**src/inc/csxt_consts.svh**
```systemverilog
// Constants of the coast-stop and external-trip block: register map,
// field positions, reset values, error codes and timing figures.
// Assumes inclusion by bare name from the inc/ folder.
`ifndef CSXT_CONSTS_SVH
`define CSXT_CONSTS_SVH

// ************************************************************
// Register offsets (byte addresses)
// ************************************************************
`define CSXT_REG_CTRL      8'h00
`define CSXT_REG_DELAY     8'h04
`define CSXT_REG_STATUS    8'h08
`define CSXT_REG_IRQ_STAT  8'h0c
`define CSXT_REG_IRQ_CLR   8'h10
`define CSXT_REG_IRQ_EN    8'h14

// ************************************************************
// Field positions and reset values
// ************************************************************
`define CSXT_CTRL_FROM_SPEED  0
`define CSXT_CTRL_GUARD       1
`define CSXT_CTRL_KP_RESET    2
`define CSXT_CTRL_RST         2'h2
`define CSXT_DELAY_RST        16'h0000
`define CSXT_IRQ_RST          4'h0
`define CSXT_IRQ_EXT          0
`define CSXT_IRQ_USP          1
`define CSXT_IRQ_COAST        2
`define CSXT_IRQ_RESUME       3
`define CSXT_ST_DRIVE         0
`define CSXT_ST_DECEL         1
`define CSXT_ST_ALARM         2
`define CSXT_ST_TRIP          3
`define CSXT_ST_COAST         4
`define CSXT_ST_WAIT          5
`define CSXT_ST_FROM_SPEED    6
`define CSXT_ST_ERR_LSB       8

// ************************************************************
// Error codes
// ************************************************************
`define CSXT_ERR_NONE  8'h00
`define CSXT_ERR_EXT   8'h0c
`define CSXT_ERR_USP   8'h0d

// ************************************************************
// Timing
// ************************************************************
`define CSXT_CLK_HZ       64'd10000000
`define CSXT_TICK_US      64'd1000
`define CSXT_TICK_CYCLES  ((`CSXT_TICK_US * `CSXT_CLK_HZ) / 64'd1000000)
`define CSXT_BOOT_CYCLES  2'h3

`endif

```
**src/inc/csxt_pkg.sv**
```systemverilog
// Types of the coast-stop and external-trip block.
// Assumes nothing beyond a SystemVerilog compiler.
package csxt_pkg;

  typedef enum logic [2:0] {
    ST_STOP,
    ST_RUN,
    ST_DECEL,
    ST_COAST,
    ST_WAIT,
    ST_TRIP,
    ST_RST_HOLD
  } csxt_state_t;

  // Terminal levels, raw or synchronised
  typedef struct packed {
    logic run;
    logic coast_stop;
    logic external_fault;
    logic reset_terminal;
  } csxt_term_t;

  // Commands to the output stage
  typedef struct packed {
    logic enable;
    logic decel;
    logic restart;
    logic from_speed;
  } csxt_drive_t;

endpackage

```
**src/rtl/csxt_sync.sv**
```systemverilog
// Two-stage synchroniser for the terminal inputs.
// Assumes asynchronous pins; only the second stage is read outside.
`timescale 1ns/1ps
`default_nettype none

module csxt_sync (
  // Clock and reset
  input  wire logic              pclk,
  input  wire logic              presetn,
  // Terminals
  input  wire csxt_pkg::csxt_term_t term_i,
  output csxt_pkg::csxt_term_t    term_o
);

  csxt_pkg::csxt_term_t stage1_q;
  csxt_pkg::csxt_term_t stage2_q;

  always_ff @(posedge pclk or negedge presetn) begin
    if (!presetn) begin
      stage1_q <= '0;
      stage2_q <= '0;
    end else begin
      stage1_q <= term_i;
      stage2_q <= stage1_q;
    end
  end

  assign term_o = stage2_q;

endmodule

`default_nettype wire

```
**src/rtl/csxt_tick.sv**
```systemverilog
// Time-tick generator for the resume delay.
// Assumes pclk at the rate of the constants header; restart aligns ticks.
`timescale 1ns/1ps
`default_nettype none

module csxt_tick #(
  parameter int unsigned TICK_CYCLES = 32'd10
) (
  // Clock and reset
  input  wire logic pclk,
  input  wire logic presetn,
  // Control
  input  wire logic restart_i,
  output logic      tick_o
);

  logic [31:0] cnt_q;

  always_ff @(posedge pclk or negedge presetn) begin
    if (!presetn) begin
      cnt_q <= 32'h0000_0000;
    end else if (restart_i || cnt_q == TICK_CYCLES - 32'd1) begin
      cnt_q <= 32'h0000_0000;
    end else begin
      cnt_q <= cnt_q + 32'd1;
    end
  end

  assign tick_o = !restart_i && (cnt_q == TICK_CYCLES - 32'd1);

endmodule

`default_nettype wire

```
**src/rtl/csxt_top.sv**
```systemverilog
// Coast-stop and external-trip control of a motor drive, APB slave.
// Assumes terminal pins asynchronous to pclk and speed_zero_i from pclk logic.
`timescale 1ns/1ps
`default_nettype none

`include "csxt_consts.svh"

module csxt_top #(
  parameter int unsigned TICK_CYCLES = 32'(`CSXT_TICK_CYCLES)
) (
  // Clock and reset
  input  wire logic                 pclk,
  input  wire logic                 presetn,
  // APB slave
  input  wire logic                 psel,
  input  wire logic                 penable,
  input  wire logic                 pwrite,
  input  wire logic [7:0]           paddr,
  input  wire logic [31:0]          pwdata,
  output logic [31:0]               prdata,
  output logic                      pready,
  output logic                      pslverr,
  // Terminals
  input  wire csxt_pkg::csxt_term_t term_i,
  // Output stage
  input  wire logic                 speed_zero_i,
  output csxt_pkg::csxt_drive_t     drive_o,
  output logic                      alarm_o,
  output logic [7:0]                err_code_o,
  // Interrupt
  output logic                      irq_o
);

  // ************************************************************
  // Decode helper
  // ************************************************************
  function automatic logic hit(input logic [7:0] addr, input logic [7:0] off);
    hit = (addr == off);
  endfunction

  // ************************************************************
  // Input synchronisation and edges
  // ************************************************************
  csxt_pkg::csxt_term_t term_s;
  csxt_pkg::csxt_state_t state_q;
  csxt_pkg::csxt_state_t state_d;
  logic        fault_prev_q;
  logic        run_prev_q;
  logic [1:0]  boot_cnt_q;
  logic        boot_done;
  logic        fault_rise;
  logic        run_rise;
  logic        tick;
  logic        wait_start;
  logic [15:0] wait_cnt_q;
  logic [1:0]  ctrl_q;
  logic [15:0] delay_q;
  logic [3:0]  irq_stat_q;
  logic [3:0]  irq_en_q;
  logic [3:0]  irq_set;
  logic [3:0]  irq_clr;
  logic [7:0]  err_q;
  logic        alarm_q;
  logic        from_speed_q;
  logic        restart_q;
  logic        kp_reset;
  logic        wr_en;
  logic        mapped;
  logic [31:0] rdata_d;
  logic [31:0] prdata_q;
  logic        guard;
  logic        resume_now;

  // All four terminals pass two flops before any logic sees them
  csxt_sync u_sync (
    .pclk    (pclk),
    .presetn (presetn),
    .term_i  (term_i),
    .term_o  (term_s)
  );

  always_ff @(posedge pclk or negedge presetn) begin
    if (!presetn) begin
      fault_prev_q <= 1'b0;
      run_prev_q   <= 1'b0;
    end else begin
      fault_prev_q <= term_s.external_fault;
      run_prev_q   <= term_s.run;
    end
  end

  assign fault_rise = term_s.external_fault && !fault_prev_q;
  assign run_rise   = term_s.run && !run_prev_q;
  assign guard      = ctrl_q[`CSXT_CTRL_GUARD];

  // Hold off starts until the synchroniser shows real pin levels
  always_ff @(posedge pclk or negedge presetn) begin
    if (!presetn) begin
      boot_cnt_q <= 2'h0;
    end else if (boot_cnt_q != `CSXT_BOOT_CYCLES) begin
      boot_cnt_q <= boot_cnt_q + 2'h1;
    end
  end

  assign boot_done = (boot_cnt_q == `CSXT_BOOT_CYCLES);

  // ************************************************************
  // Resume delay
  // ************************************************************
  csxt_tick #(
    .TICK_CYCLES (TICK_CYCLES)
  ) u_tick (
    .pclk      (pclk),
    .presetn   (presetn),
    .restart_i (wait_start),
    .tick_o    (tick)
  );

  assign wait_start = (state_q == csxt_pkg::ST_COAST) && (state_d == csxt_pkg::ST_WAIT);

  always_ff @(posedge pclk or negedge presetn) begin
    if (!presetn) begin
      wait_cnt_q <= 16'h0000;
    end else if (wait_start) begin
      wait_cnt_q <= delay_q;
    end else if (state_q == csxt_pkg::ST_WAIT && tick && wait_cnt_q != 16'h0000) begin
      wait_cnt_q <= wait_cnt_q - 16'h0001;
    end
  end

  assign resume_now = (wait_cnt_q == 16'h0000);

  // ************************************************************
  // Control state machine
  // ************************************************************
  always_comb begin
    state_d = state_q;
    irq_set = 4'h0;
    if (fault_rise) begin
      // Trip wins over every other state, coast-stop included
      state_d = csxt_pkg::ST_TRIP;
      irq_set[`CSXT_IRQ_EXT] = 1'b1;
    end else begin
      case (state_q)
        csxt_pkg::ST_STOP: begin
          if (boot_done && boot_cnt_q != 2'h0 && guard && term_s.run && !run_prev_q
              && err_q == `CSXT_ERR_NONE && !restart_q && !from_speed_q && !alarm_q
              && wait_cnt_q == 16'h0000 && irq_stat_q[`CSXT_IRQ_USP] == 1'b0 && 1'b0) begin
            state_d = csxt_pkg::ST_STOP;
          end else if (boot_done && term_s.run && !term_s.coast_stop
                       && (!guard || run_rise)) begin
            state_d = csxt_pkg::ST_RUN;
          end
        end
        csxt_pkg::ST_RUN: begin
          if (term_s.coast_stop) begin
            state_d = csxt_pkg::ST_COAST;
            irq_set[`CSXT_IRQ_COAST] = 1'b1;
          end else if (!term_s.run) begin
            state_d = csxt_pkg::ST_DECEL;
          end
        end
        csxt_pkg::ST_DECEL: begin
          if (term_s.coast_stop) begin
            state_d = csxt_pkg::ST_COAST;
            irq_set[`CSXT_IRQ_COAST] = 1'b1;
          end else if (term_s.run) begin
            state_d = csxt_pkg::ST_RUN;
          end else if (speed_zero_i) begin
            state_d = csxt_pkg::ST_STOP;
          end
        end
        csxt_pkg::ST_COAST: begin
          if (!term_s.coast_stop) begin
            state_d = term_s.run ? csxt_pkg::ST_WAIT : csxt_pkg::ST_STOP;
          end
        end
        csxt_pkg::ST_WAIT: begin
          if (term_s.coast_stop) begin
            state_d = csxt_pkg::ST_COAST;
            irq_set[`CSXT_IRQ_COAST] = 1'b1;
          end else if (!term_s.run) begin
            state_d = csxt_pkg::ST_STOP;
          end else if (resume_now) begin
            state_d = csxt_pkg::ST_RUN;
            irq_set[`CSXT_IRQ_RESUME] = 1'b1;
          end
        end
        csxt_pkg::ST_TRIP: begin
          // Fault release alone never leaves this state
          if (kp_reset) begin
            state_d = (term_s.run && !guard && !term_s.coast_stop) ? csxt_pkg::ST_RUN : csxt_pkg::ST_STOP;
          end else if (term_s.reset_terminal) begin
            state_d = csxt_pkg::ST_RST_HOLD;
          end else if (err_q == `CSXT_ERR_USP && !term_s.run) begin
            state_d = csxt_pkg::ST_STOP;
          end
        end
        csxt_pkg::ST_RST_HOLD: begin
          if (!term_s.reset_terminal) begin
            // Guard forces a fresh run edge from stopped mode
            state_d = (term_s.run && !guard && !term_s.coast_stop) ? csxt_pkg::ST_RUN : csxt_pkg::ST_STOP;
          end
        end
        default: begin
          state_d = csxt_pkg::ST_STOP;
        end
      endcase
      // Power-up with run already active under the guard
      if (state_q == csxt_pkg::ST_STOP && boot_cnt_q == `CSXT_BOOT_CYCLES - 2'h1
          && term_s.run && guard) begin
        state_d = csxt_pkg::ST_TRIP;
        irq_set[`CSXT_IRQ_USP] = 1'b1;
      end
    end
  end

  always_ff @(posedge pclk or negedge presetn) begin
    if (!presetn) begin
      state_q <= csxt_pkg::ST_STOP;
    end else begin
      state_q <= state_d;
    end
  end

  // ************************************************************
  // Trip record, alarm and restart mode
  // ************************************************************
  always_ff @(posedge pclk or negedge presetn) begin
    if (!presetn) begin
      err_q   <= `CSXT_ERR_NONE;
      alarm_q <= 1'b0;
    end else if (state_d == csxt_pkg::ST_TRIP && state_q != csxt_pkg::ST_TRIP) begin
      err_q   <= fault_rise ? `CSXT_ERR_EXT : `CSXT_ERR_USP;
      alarm_q <= 1'b1;
    end else if (state_q == csxt_pkg::ST_TRIP && state_d != csxt_pkg::ST_TRIP) begin
      err_q   <= `CSXT_ERR_NONE;
      alarm_q <= 1'b0;
    end
  end

  always_ff @(posedge pclk or negedge presetn) begin
    if (!presetn) begin
      from_speed_q <= 1'b0;
      restart_q    <= 1'b0;
    end else begin
      restart_q <= (state_d == csxt_pkg::ST_RUN) && (state_q != csxt_pkg::ST_RUN)
                   && (state_q != csxt_pkg::ST_DECEL);
      if (state_q == csxt_pkg::ST_WAIT && state_d == csxt_pkg::ST_RUN) begin
        from_speed_q <= ctrl_q[`CSXT_CTRL_FROM_SPEED];
      end else if (state_d == csxt_pkg::ST_RUN && state_q != csxt_pkg::ST_RUN
                   && state_q != csxt_pkg::ST_DECEL) begin
        from_speed_q <= 1'b0;
      end
    end
  end

  // Output off in trip and coast, on in run and controlled deceleration
  assign drive_o.enable     = (state_q == csxt_pkg::ST_RUN) || (state_q == csxt_pkg::ST_DECEL);
  assign drive_o.decel      = (state_q == csxt_pkg::ST_DECEL);
  assign drive_o.restart    = restart_q;
  assign drive_o.from_speed = from_speed_q;
  assign alarm_o            = alarm_q;
  assign err_code_o         = err_q;

  // ************************************************************
  // APB registers
  // ************************************************************
  assign wr_en    = psel && penable && pwrite;
  assign mapped   = hit(paddr, `CSXT_REG_CTRL) || hit(paddr, `CSXT_REG_DELAY)
                    || hit(paddr, `CSXT_REG_STATUS) || hit(paddr, `CSXT_REG_IRQ_STAT)
                    || hit(paddr, `CSXT_REG_IRQ_CLR) || hit(paddr, `CSXT_REG_IRQ_EN);
  assign pready   = 1'b1;
  assign pslverr  = psel && penable && !mapped;
  assign kp_reset = wr_en && hit(paddr, `CSXT_REG_CTRL) && pwdata[`CSXT_CTRL_KP_RESET];
  assign irq_clr  = (wr_en && hit(paddr, `CSXT_REG_IRQ_CLR)) ? pwdata[3:0] : 4'h0;

  always_ff @(posedge pclk or negedge presetn) begin
    if (!presetn) begin
      ctrl_q  <= `CSXT_CTRL_RST;
      delay_q <= `CSXT_DELAY_RST;
      irq_en_q <= `CSXT_IRQ_RST;
    end else if (wr_en) begin
      if (hit(paddr, `CSXT_REG_CTRL)) begin
        ctrl_q <= pwdata[1:0];
      end
      if (hit(paddr, `CSXT_REG_DELAY)) begin
        delay_q <= pwdata[15:0];
      end
      if (hit(paddr, `CSXT_REG_IRQ_EN)) begin
        irq_en_q <= pwdata[3:0];
      end
    end
  end

  // A new event beats a clear in the same cycle
  always_ff @(posedge pclk or negedge presetn) begin
    if (!presetn) begin
      irq_stat_q <= `CSXT_IRQ_RST;
    end else begin
      irq_stat_q <= (irq_stat_q & ~irq_clr) | irq_set;
    end
  end

  assign irq_o = |(irq_stat_q & irq_en_q);

  always_comb begin
    rdata_d = 32'h0000_0000;
    if (hit(paddr, `CSXT_REG_CTRL)) begin
      rdata_d[1:0] = ctrl_q;
    end else if (hit(paddr, `CSXT_REG_DELAY)) begin
      rdata_d[15:0] = delay_q;
    end else if (hit(paddr, `CSXT_REG_STATUS)) begin
      rdata_d[`CSXT_ST_DRIVE]      = drive_o.enable;
      rdata_d[`CSXT_ST_DECEL]      = drive_o.decel;
      rdata_d[`CSXT_ST_ALARM]      = alarm_q;
      rdata_d[`CSXT_ST_TRIP]       = (state_q == csxt_pkg::ST_TRIP);
      rdata_d[`CSXT_ST_COAST]      = (state_q == csxt_pkg::ST_COAST);
      rdata_d[`CSXT_ST_WAIT]       = (state_q == csxt_pkg::ST_WAIT);
      rdata_d[`CSXT_ST_FROM_SPEED] = from_speed_q;
      rdata_d[`CSXT_ST_ERR_LSB +: 8] = err_q;
    end else if (hit(paddr, `CSXT_REG_IRQ_STAT)) begin
      rdata_d[3:0] = irq_stat_q;
    end else if (hit(paddr, `CSXT_REG_IRQ_EN)) begin
      rdata_d[3:0] = irq_en_q;
    end
  end

  // Captured in the setup cycle so read data comes from a flop
  always_ff @(posedge pclk or negedge presetn) begin
    if (!presetn) begin
      prdata_q <= 32'h0000_0000;
    end else if (psel && !penable) begin
      prdata_q <= pwrite ? 32'h0000_0000 : rdata_d;
    end
  end

  assign prdata = prdata_q;

endmodule

`default_nettype wire

```
**config.mk**
```make
export PLATFORM = sky130hd
export DESIGN_NAME = csxt_top
export DESIGN_NICKNAME = d
export VERILOG_FILES = /design/src/inc/csxt_pkg.sv /design/src/rtl/csxt_sync.sv /design/src/rtl/csxt_tick.sv /design/src/rtl/csxt_top.sv
export VERILOG_INCLUDE_DIRS = /design/src /design/src/inc
export SDC_FILE = /design/constraint.sdc
export NUM_CORES = 1
export LEC_CHECK = 0
export BUFFER_PORTS_ARGS = -buffer_cell sky130_fd_sc_hd__buf_4
export CAP_MARGIN = 0
export CORE_MARGIN = 10
export CORE_UTILIZATION = 60
export CTS_BUF_LIST = sky130_fd_sc_hd__clkbuf_16
export DETAILED_ROUTE_END_ITERATION = 8
export HOLD_SLACK_MARGIN = 0.03
export PLACE_DENSITY = 0.87
export SLEW_MARGIN = 20
export SYNTH_ARGS = -nofsm -noshare
export SYNTH_HDL_FRONTEND = slang
export SYNTH_HIERARCHICAL = 1
export SYNTH_SLANG_ARGS = --single-unit
```
**constraint.sdc**
```tcl
create_clock -name pclk -period 7.3 [get_ports pclk]
set_input_delay 0.365 -clock pclk [delete_from_list [all_inputs] [get_ports pclk]]
set_output_delay 0.365 -clock pclk [all_outputs]
set_load 0.02 [all_outputs]
```
==> results of run 1 <==
## logic make-up after synthesis
logic type | count (synthesis) | synth area share [%]
other | 2 | 0.133
buffers and inverters | 60 | 5.95
muxes | 24 | 4.82
DFF | 109 | 48.2
and+or+nand+nor | 218 | 22.2
adders and majority gates | 5 | 1.11
xor gates and xnor gates | 20 | 3.10
AOI/OAI and AO/OA | 120 | 14.5
## cells in the mapped netlist (8+ instances only)
cell type and instances:
a22o_1 9, nand2_1 53, nor4_1 9, a21oi_1 32, mux2_2 22, or3_1 13, nand4_1 13, or4_1 10
buf_4 26, o31ai_1 11, nor3_1 10, xnor2_1 12, xor2_1 8, nor2_1 37, nand2b_1 8, dfrtp_1 108
nand3_1 18, buf_2 10, inv_1 16, o21ai_0 36
## flip-flops by register name, indices dropped and copies added, names as in the netlist, 4 cells and up
signal / flops
delay_q: 16
irq_en_q: 4
irq_stat_q: 4
prdata: 16
u_sync/stage1_q: 4
u_sync/term_o: 4
u_tick/cnt_q: 32
wait_cnt_q: 16
## per-layer routing
metal  vias up  global-route usage, %
li1       2091                      -
met3        29                   3.67
met5         -                      0
met4         0                   5.11
met2       226                   35.1
met1      2226                   25.3
## power by group
group | leakage, nW | switching [W] | internal (W)
sequential | 1.44 | 0.0000885 | 0.000652
combinational | 1.30 | 0.000218 | 0.000159
clock | 0.139 | 0.000217 | 0.000264
## final cells by class
type	instances	area (um^2)	share of cell area [%]
Clock buffer	9	225	3.54
Sequential cell	109	2730	42.9
Tap cell	111	139	2.18
Multi-Input combinational cell	409	2670	42.0
Clock inverter	6	63.8	1.00
Inverter	16	60.1	0.945
Timing Repair Buffer	62	472	7.42
## layout by cell type, fill, tap and decap left out, types with 9 or more instances in the layout
master | Yosys | final
a21oi_1 | 32 | 32
a22o_1 | 9 | 9
buf_4 | 26 | 60
clkbuf_16 | 0 | 9
conb_1 | 2 | 22
dfrtp_1 | 108 | 108
inv_1 | 16 | 16
mux2_2 | 22 | 22
nand2_1 | 53 | 53
nand3_1 | 18 | 18
nand4_1 | 13 | 13
nor2_1 | 37 | 37
nor3_1 | 10 | 10
nor4_1 | 9 | 9
o21ai_0 | 36 | 36
o31ai_1 | 11 | 11
or3_1 | 13 | 13
or4_1 | 10 | 10
xnor2_1 | 12 | 12
## worst min path at each step
stage                       start                  to  slack, ns  depth (start not counted)
2_1_floorplan             presetn       boot_cnt_q[0]       0.07                          0
3_3_place_gp   u_sync/stage1_q[2]    u_sync/term_o[2]       0.33                          0
3_5_place_dp   u_sync/stage1_q[2]    u_sync/term_o[2]       0.33                          0
4_1_cts                 term_i[3]  u_sync/stage1_q[3]       0.12                          1
5_1_grt                 term_i[3]  u_sync/stage1_q[3]       0.12                          1
6_report                term_i[3]  u_sync/stage1_q[3]       0.12                          1
## metrics by stage
stage	instances	area (um^2)	power (W)
4_1_cts	721	6350	0.00160
5_1_grt	722	6360	0.00168
6_report	722	6360	0.00160
2_1_floorplan	578	5730	0.00102
3_5_place_dp	705	6050	0.00112
3_3_place_gp	705	6050	0.00111
## what timing repair did
action                                  CTS  global route
hold endpoints to repair                 40             0
endpoints found under the setup margin    0             0
hold buffers                              1             0
==> flow_summary_export.csv, run 1 <==
group,metric,value,unit
synthesis,synth_top_area_share,47.8,%
global_routing,grt_usage,20.2,%
timing,final_max_slew_viol_count,0,
place,numPortBuffers,59,
run,maxCapViolations,0,
timing,tightest_slew,0.841,ns
layout,antenna_cells,0,
floorplanning,die_x,117,um
synthesis,syn_inst,558,
floorplanning,die_y,117,um
timing,fin_crit_sh,46.3,%
clock_network,cts_sinks,109,
global_routing,grt_pass1_vias,4489,
global_routing,antenna_found_initial,0,
worst_setup_path,r2r_end,"wait_cnt_q[15]",
power,powerDensity,252,nW/um^2
synthesis,synth_cell_types,73,
synthesis,yosysWarningCount,6,
worst_setup_path,r2r_slack,3.92,ns
drt,drt_pass1_iterations,6,
worst_setup_path,worst_path_max_delay_cell,"dfrtp_1",
worst_setup_path,crit_buf_inv,1,
timing,fmax,296,MHz
floorplanning,start_util,61.5,%
layout,nets,662,
drt,final_antenna_net_count,0,
clock_network,h-tree-depth,3,
synthesis,ys_seq_area_share,48.2,%
worst_setup_path,critical-path-top-delay-family,"simple AND/OR/NAND/NOR gates",
drt,drc_errors,0,
timing,timing.setup.tns,0,ns
layout,fin_util,69.1,%
status,status,"completed",
worst_setup_path,cp-end-kind,"flop",
timing,skew,0.00830,ns
worst_setup_path,cp_max_fo,29,
worst_setup_path,cpPeakStageDelay,0.48,ns
timing,max_slew_margin,43.9,%
drt,drt_iter0_markers,509,
worst_setup_path,cp_num_cells,10,
global_routing,grt_overflow,0,
synthesis,syn_area,5660,um^2
clock_network,cts_setup_buffers,0,
timing,setup_viol,0,
power,ir_worst_vdd,0.000195,V
layout,area_delta_synth_final,12.3,%
clock_network,root_buffer,"clkbuf_16",
layout,drive_gt1_share,20.1,%
worst_setup_path,cp-start-kind,"flop",
layout,fillers,672,
synthesis,synth_edf_count,0,
floorplanning,core_area,9200,um^2
timing,grt_setup_unrepaired,"false",
synthesis,synth_area_leaders,"dfrtp_1 (48%), mux2_2 (4.4%), nand2_1 (3.5%), buf_4 (3.4%), o21ai_0 (3.2%)",
floorplanning,io_pins,98,
drt,dr_wl_met2,6.72,mm
floorplanning,dieArea,13700,um^2
worst_setup_path,startpoint,"u_sync/term_o[2]",
worst_hold_path,min_path_type,"in2reg",
synthesis,yosysTopAreaCell,"dfrtp_1",
clock_network,clk_path_buf_depth,2,
global_routing,grt_max_degree,70,
place,dp_slack,4.10,ns
timing,final.min_clock_period,3.38,ns
worst_setup_path,crit_chain,"nand2b_1 > nor2_1 > nand3_1 > inv_1 > nor4_1 > and2_2 > a21boi_2 > nand3_1 > o211ai_1 > o211ai_1",
synthesis,ys_ff_latch,109,
timing,hold_slack,0.123,ns
clock_network,cts_tree,"built",
drt,wirelength,13.5,mm
drt,num_vias,4572,
clock_network,cts_resized,0,
worst_setup_path,critPathKind,"reg2reg",
timing,layout_setup_ws,3.92,ns
power,cellLeakagePower,2.88,nW
worst_setup_path,crit_required,7.50,ns
drt,vias_per_cell,6.33,
drt,highest_layer,"met4",
place,place.gp.congestion,0.888,
drt,wl_per_cell,18.7,um
drt,wl_met3,924,um
synthesis,synth_ff_type,"dfrtp_1",
floorplanning,rows,35,
worst_setup_path,worst-r2r-cell-count,10,
clock_network,numCtsBuffers,9,
clock_network,worstSkewPairLatency,0.34,ns
worst_setup_path,cp-endpoint,"wait_cnt_q[15]",
clock_network,clk_pin_slew,0.07,ns
synthesis,synth_area_per_cell,10.1,um^2
timing,finalHoldViolCount,0,
worst_setup_path,worstPathArrival,3.58,ns
place,hpwl,9.49,mm
worst_setup_path,timing.rr.start,"u_sync/term_o[2]",
synthesis,async_reset_ff_share,100,%
global_routing,grt_pass1_wl,22.2,mm
drt,drt-met1-wl,5.64,mm
(Power assumes the default switching activity.)
==> inputs of run 2 (changes only) <==
Settings changed: ABC_AREA set to 1, CORE_UTILIZATION 60 to 52, PLACE_DENSITY 0.87 to 0.79.
Clock period 7.3 ns to 2.8 ns, I/O delays scaled along.
==> flow_summary_export.csv, run 2 <==
group,metric,value,unit
drt,drt_iter0_markers,525,
worst_setup_path,worst_path_max_delay_cell,"dfrtp_1",
worst_setup_path,worstPathArrival,2.88,ns
drt,drc_errors,0,
layout,top_register,"u_tick/cnt_q",
synthesis,yosysMostFrequentCell,"nand2_1",
synthesis,synth_ff_type,"dfrtp_1",
timing,layout_setup_ws,0.214,ns
layout,area_delta_synth_final,16.2,%
global_routing,grt_overflow,0,
power,cellLeakagePower,3.62,nW
timing,final_max_slew_viol_count,0,
synthesis,synth_mux_area_share,0,%
worst_setup_path,critical-path-top-delay-family,"simple AND/OR/NAND/NOR gates",
floorplanning,core_area,11900,um^2
place,numPortBuffers,59,
place,hpwl,11.3,mm
floorplanning,dieArea,16900,um^2
layout,layout_commonest_cell,"nand2_1",
floorplanning,die_y,130,um
timing,timing.setup.tns,0,ns
global_routing,grt_pass1_wl,25.8,mm
synthesis,synth_commonest_cells,"nand2_1 (249), nor2_1 (155), dfrtp_1 (108)",
clock_network,root_buffer,"clkbuf_16",
drt,vias_per_cell,5.12,
clock_network,h-tree-depth,3,
worst_setup_path,critPathKind,"reg2reg",
status,status,"completed",
global_routing,antenna_found_initial,0,
synthesis,synth_top_family_by_area,"simple AND/OR/NAND/NOR gates",
clock_network,numCtsBuffers,9,
timing,finalHoldViolCount,0,
synthesis,yosysTopAreaCell,"dfrtp_1",
synthesis,synth_area_leaders,"dfrtp_1 (43%), nand2_1 (15%), nor2_1 (9.3%), inv_1 (5.5%), nand3_1 (4.2%)",
drt,final_antenna_net_count,0,
synthesis,synth_xor_area_share,3.35,%
floorplanning,io_pins,98,
layout,final_cell_mix,"nand2_1 (248), nor2_1 (155), dfrtp_1 (108)",
power,power,0.00500,W
timing,grt_setup_unrepaired,"false",
worst_hold_path,min_path_type,"in2reg",
synthesis,synth_cell_types,37,
power,ir_worst_vdd,0.000447,V
global_routing,grt_pass1_vias,5412,
synthesis,synthAdderAreaFrac,0.996,%
synthesis,async_reset_ff_share,100,%
timing,skew,0.0115,ns
place,dp_slack,0.227,ns
synthesis,syn_area,6280,um^2
timing,max_slew_margin,47.7,%
synthesis,yosys.area_share.simple,34.4,%
synthesis,ys_seq_area_share,43.4,%
drt,wirelength,15.3,mm
timing,final.min_clock_period,2.59,ns
clock_network,clk_path_buf_depth,2,
worst_setup_path,cp-start-kind,"flop",
power,powerDensity,685,nW/um^2
synthesis,yosysWarningCount,6,
layout,nets,1001,
worst_setup_path,cpPeakStageDelay,0.39,ns
synthesis,synth_top_area_share,43.0,%
worst_setup_path,cp_max_fo,12,
floorplanning,rows,40,
worst_setup_path,cp-end-kind,"flop",
synthesis,ys_ff_latch,109,
run,maxCapViolations,0,
layout,antenna_cells,0,
clock_network,clk_pin_slew,0.07,ns
synthesis,syn_inst,870,
timing,fmax,387,MHz
timing,setup_viol,0,
drt,num_vias,5621,
floorplanning,die_x,130,um
layout,largest_reg_flops,32,
clock_network,cts_tree,"built",
layout,drive_gt1_share,12.9,%
layout,fin_util,61.3,%
drt,wl_per_cell,13.9,um
synthesis,synth_edf_count,0,
place,place.gp.congestion,0.919,
worst_setup_path,cpMostUsedCell,"nand2_1",
global_routing,grt_usage,18.9,%
drt,drt_pass1_iterations,5,
global_routing,grt_max_degree,62,
worst_setup_path,crit_required,3.10,ns
synthesis,synth_compound_area_share,7.11,%
synthesis,synth_area_per_cell,7.22,um^2
worst_setup_path,crit_buf_inv,4,
timing,fin_crit_sh,92.4,%
floorplanning,start_util,52.7,%
worst_setup_path,crit_chain,"inv_1 > ha_1 > nand2_1 > nor2_1 > nand2_1 > a21oi_1 > nand3_1 > nand2_1 > inv_2 > nand3_4 > inv_1 > nor2_1 > nand3_2 > buf_4 > or2_2 > nand2_1 > nand2_1 > nand2_1",
timing,tightest_slew,0.784,ns
clock_network,worstSkewPairLatency,0.36,ns
clock_network,cts_sinks,109,
==> run 2: path summary, 6_finish.rpt <==
kind / to / slack [ns] / depth (start not counted) / start
max: wait_cnt_q[1] / 0.21 / 18 / wait_cnt_q[0]
max reg2reg: wait_cnt_q[1] / 0.21 / 18 / wait_cnt_q[0]
min: delay_q[7] / 0.04 / 3 / pwdata[7]
max in group asynchronous: wait_cnt_q[7] / 1.70 / 3 / presetn
min reg2reg: u_sync/term_o[3] / 0.35 / 0 / u_sync/stage1_q[3]
min in group asynchronous: u_sync/stage1_q[3] / 0.38 / 2 / presetn
==> run 2: worst register-to-register path: stages (launching register included) <==
cell and delay, ns:
dfrtp_1 0.39, inv_1 0.10, ha_1 0.20, nand2_1 0.13
nor2_1 0.12, nand2_1 0.09, a21oi_1 0.16, nand3_1 0.14
nand2_1 0.10, inv_2 0.05, nand3_4 0.07, inv_1 0.07
nor2_1 0.13, nand3_2 0.13, buf_4 0.20, or2_2 0.28
nand2_1 0.07, nand2_1 0.05, nand2_1 0.05
==> run 2: metal layers <==
| metal | track usage, % | part of all wire (%) | up-vias | wire length [um] |
|---|---|---|---|---|
| met5 | 0 | 0 | - | 0 |
| met4 | 5.42 | 1.5 | 0 | 230 |
| met3 | 4.50 | 6.0 | 19 | 918 |
| met2 | 30.0 | 47 | 158 | 7220 |
| met1 | 25.1 | 45 | 2602 | 6920 |
| li1 | - | - | 2842 | - |
==> run 2: layout make-up <==
| cell class | instances | area, um^2 |
|---|---|---|
| Fill cell | 1092 | 4610 |
| Multi-Input combinational cell | 642 | 2980 |
| Sequential cell | 109 | 2730 |
| Timing Repair Buffer | 85 | 698 |
| Inverter | 99 | 375 |
| Clock buffer | 9 | 225 |
| Tap cell | 147 | 184 |
| Clock inverter | 7 | 111 |
==> run 2: logic make-up after synthesis <==
| family | count (synthesis) |
|---|---|
| AND/OR/NAND/NOR | 510 |
| buffers and inverters | 139 |
| flip-flops | 109 |
| AO/OA/AOI/OAI | 81 |
| XOR/XNOR | 24 |
| adder cells (fa/ha/maj) | 5 |
| other | 2 |
==> run 2: timing repair <==
item                                    4_1_cts  5_1_grt
hold endpoints to repair                     72        0
setup buffers                                 0        2
endpoints found under the setup margin        0        3
hold buffers                                 14        0
gates resized for setup                       0        4
==> run 2: per-stage QoR <==
step / cells / hold slack (ns) / area [um^2]
final: 1098 / 0.0424 / 7300
after detailed placement: 1066 / 0.251 / 6780
after CTS: 1096 / 0.0324 / 7260
after global routing: 1098 / 0.0414 / 7300
after global placement: 1066 / 0.250 / 6780
after floorplan: 890 / -0.156 / 6360
==> run 2: power by group <==
group          total, W  internal, W  leakage [nW]  switching, W
sequential      0.00201      0.00177          1.36      0.000240
combinational   0.00154     0.000548          2.10      0.000993
clock           0.00145     0.000809         0.166      0.000638
total           0.00500      0.00313          3.62       0.00187
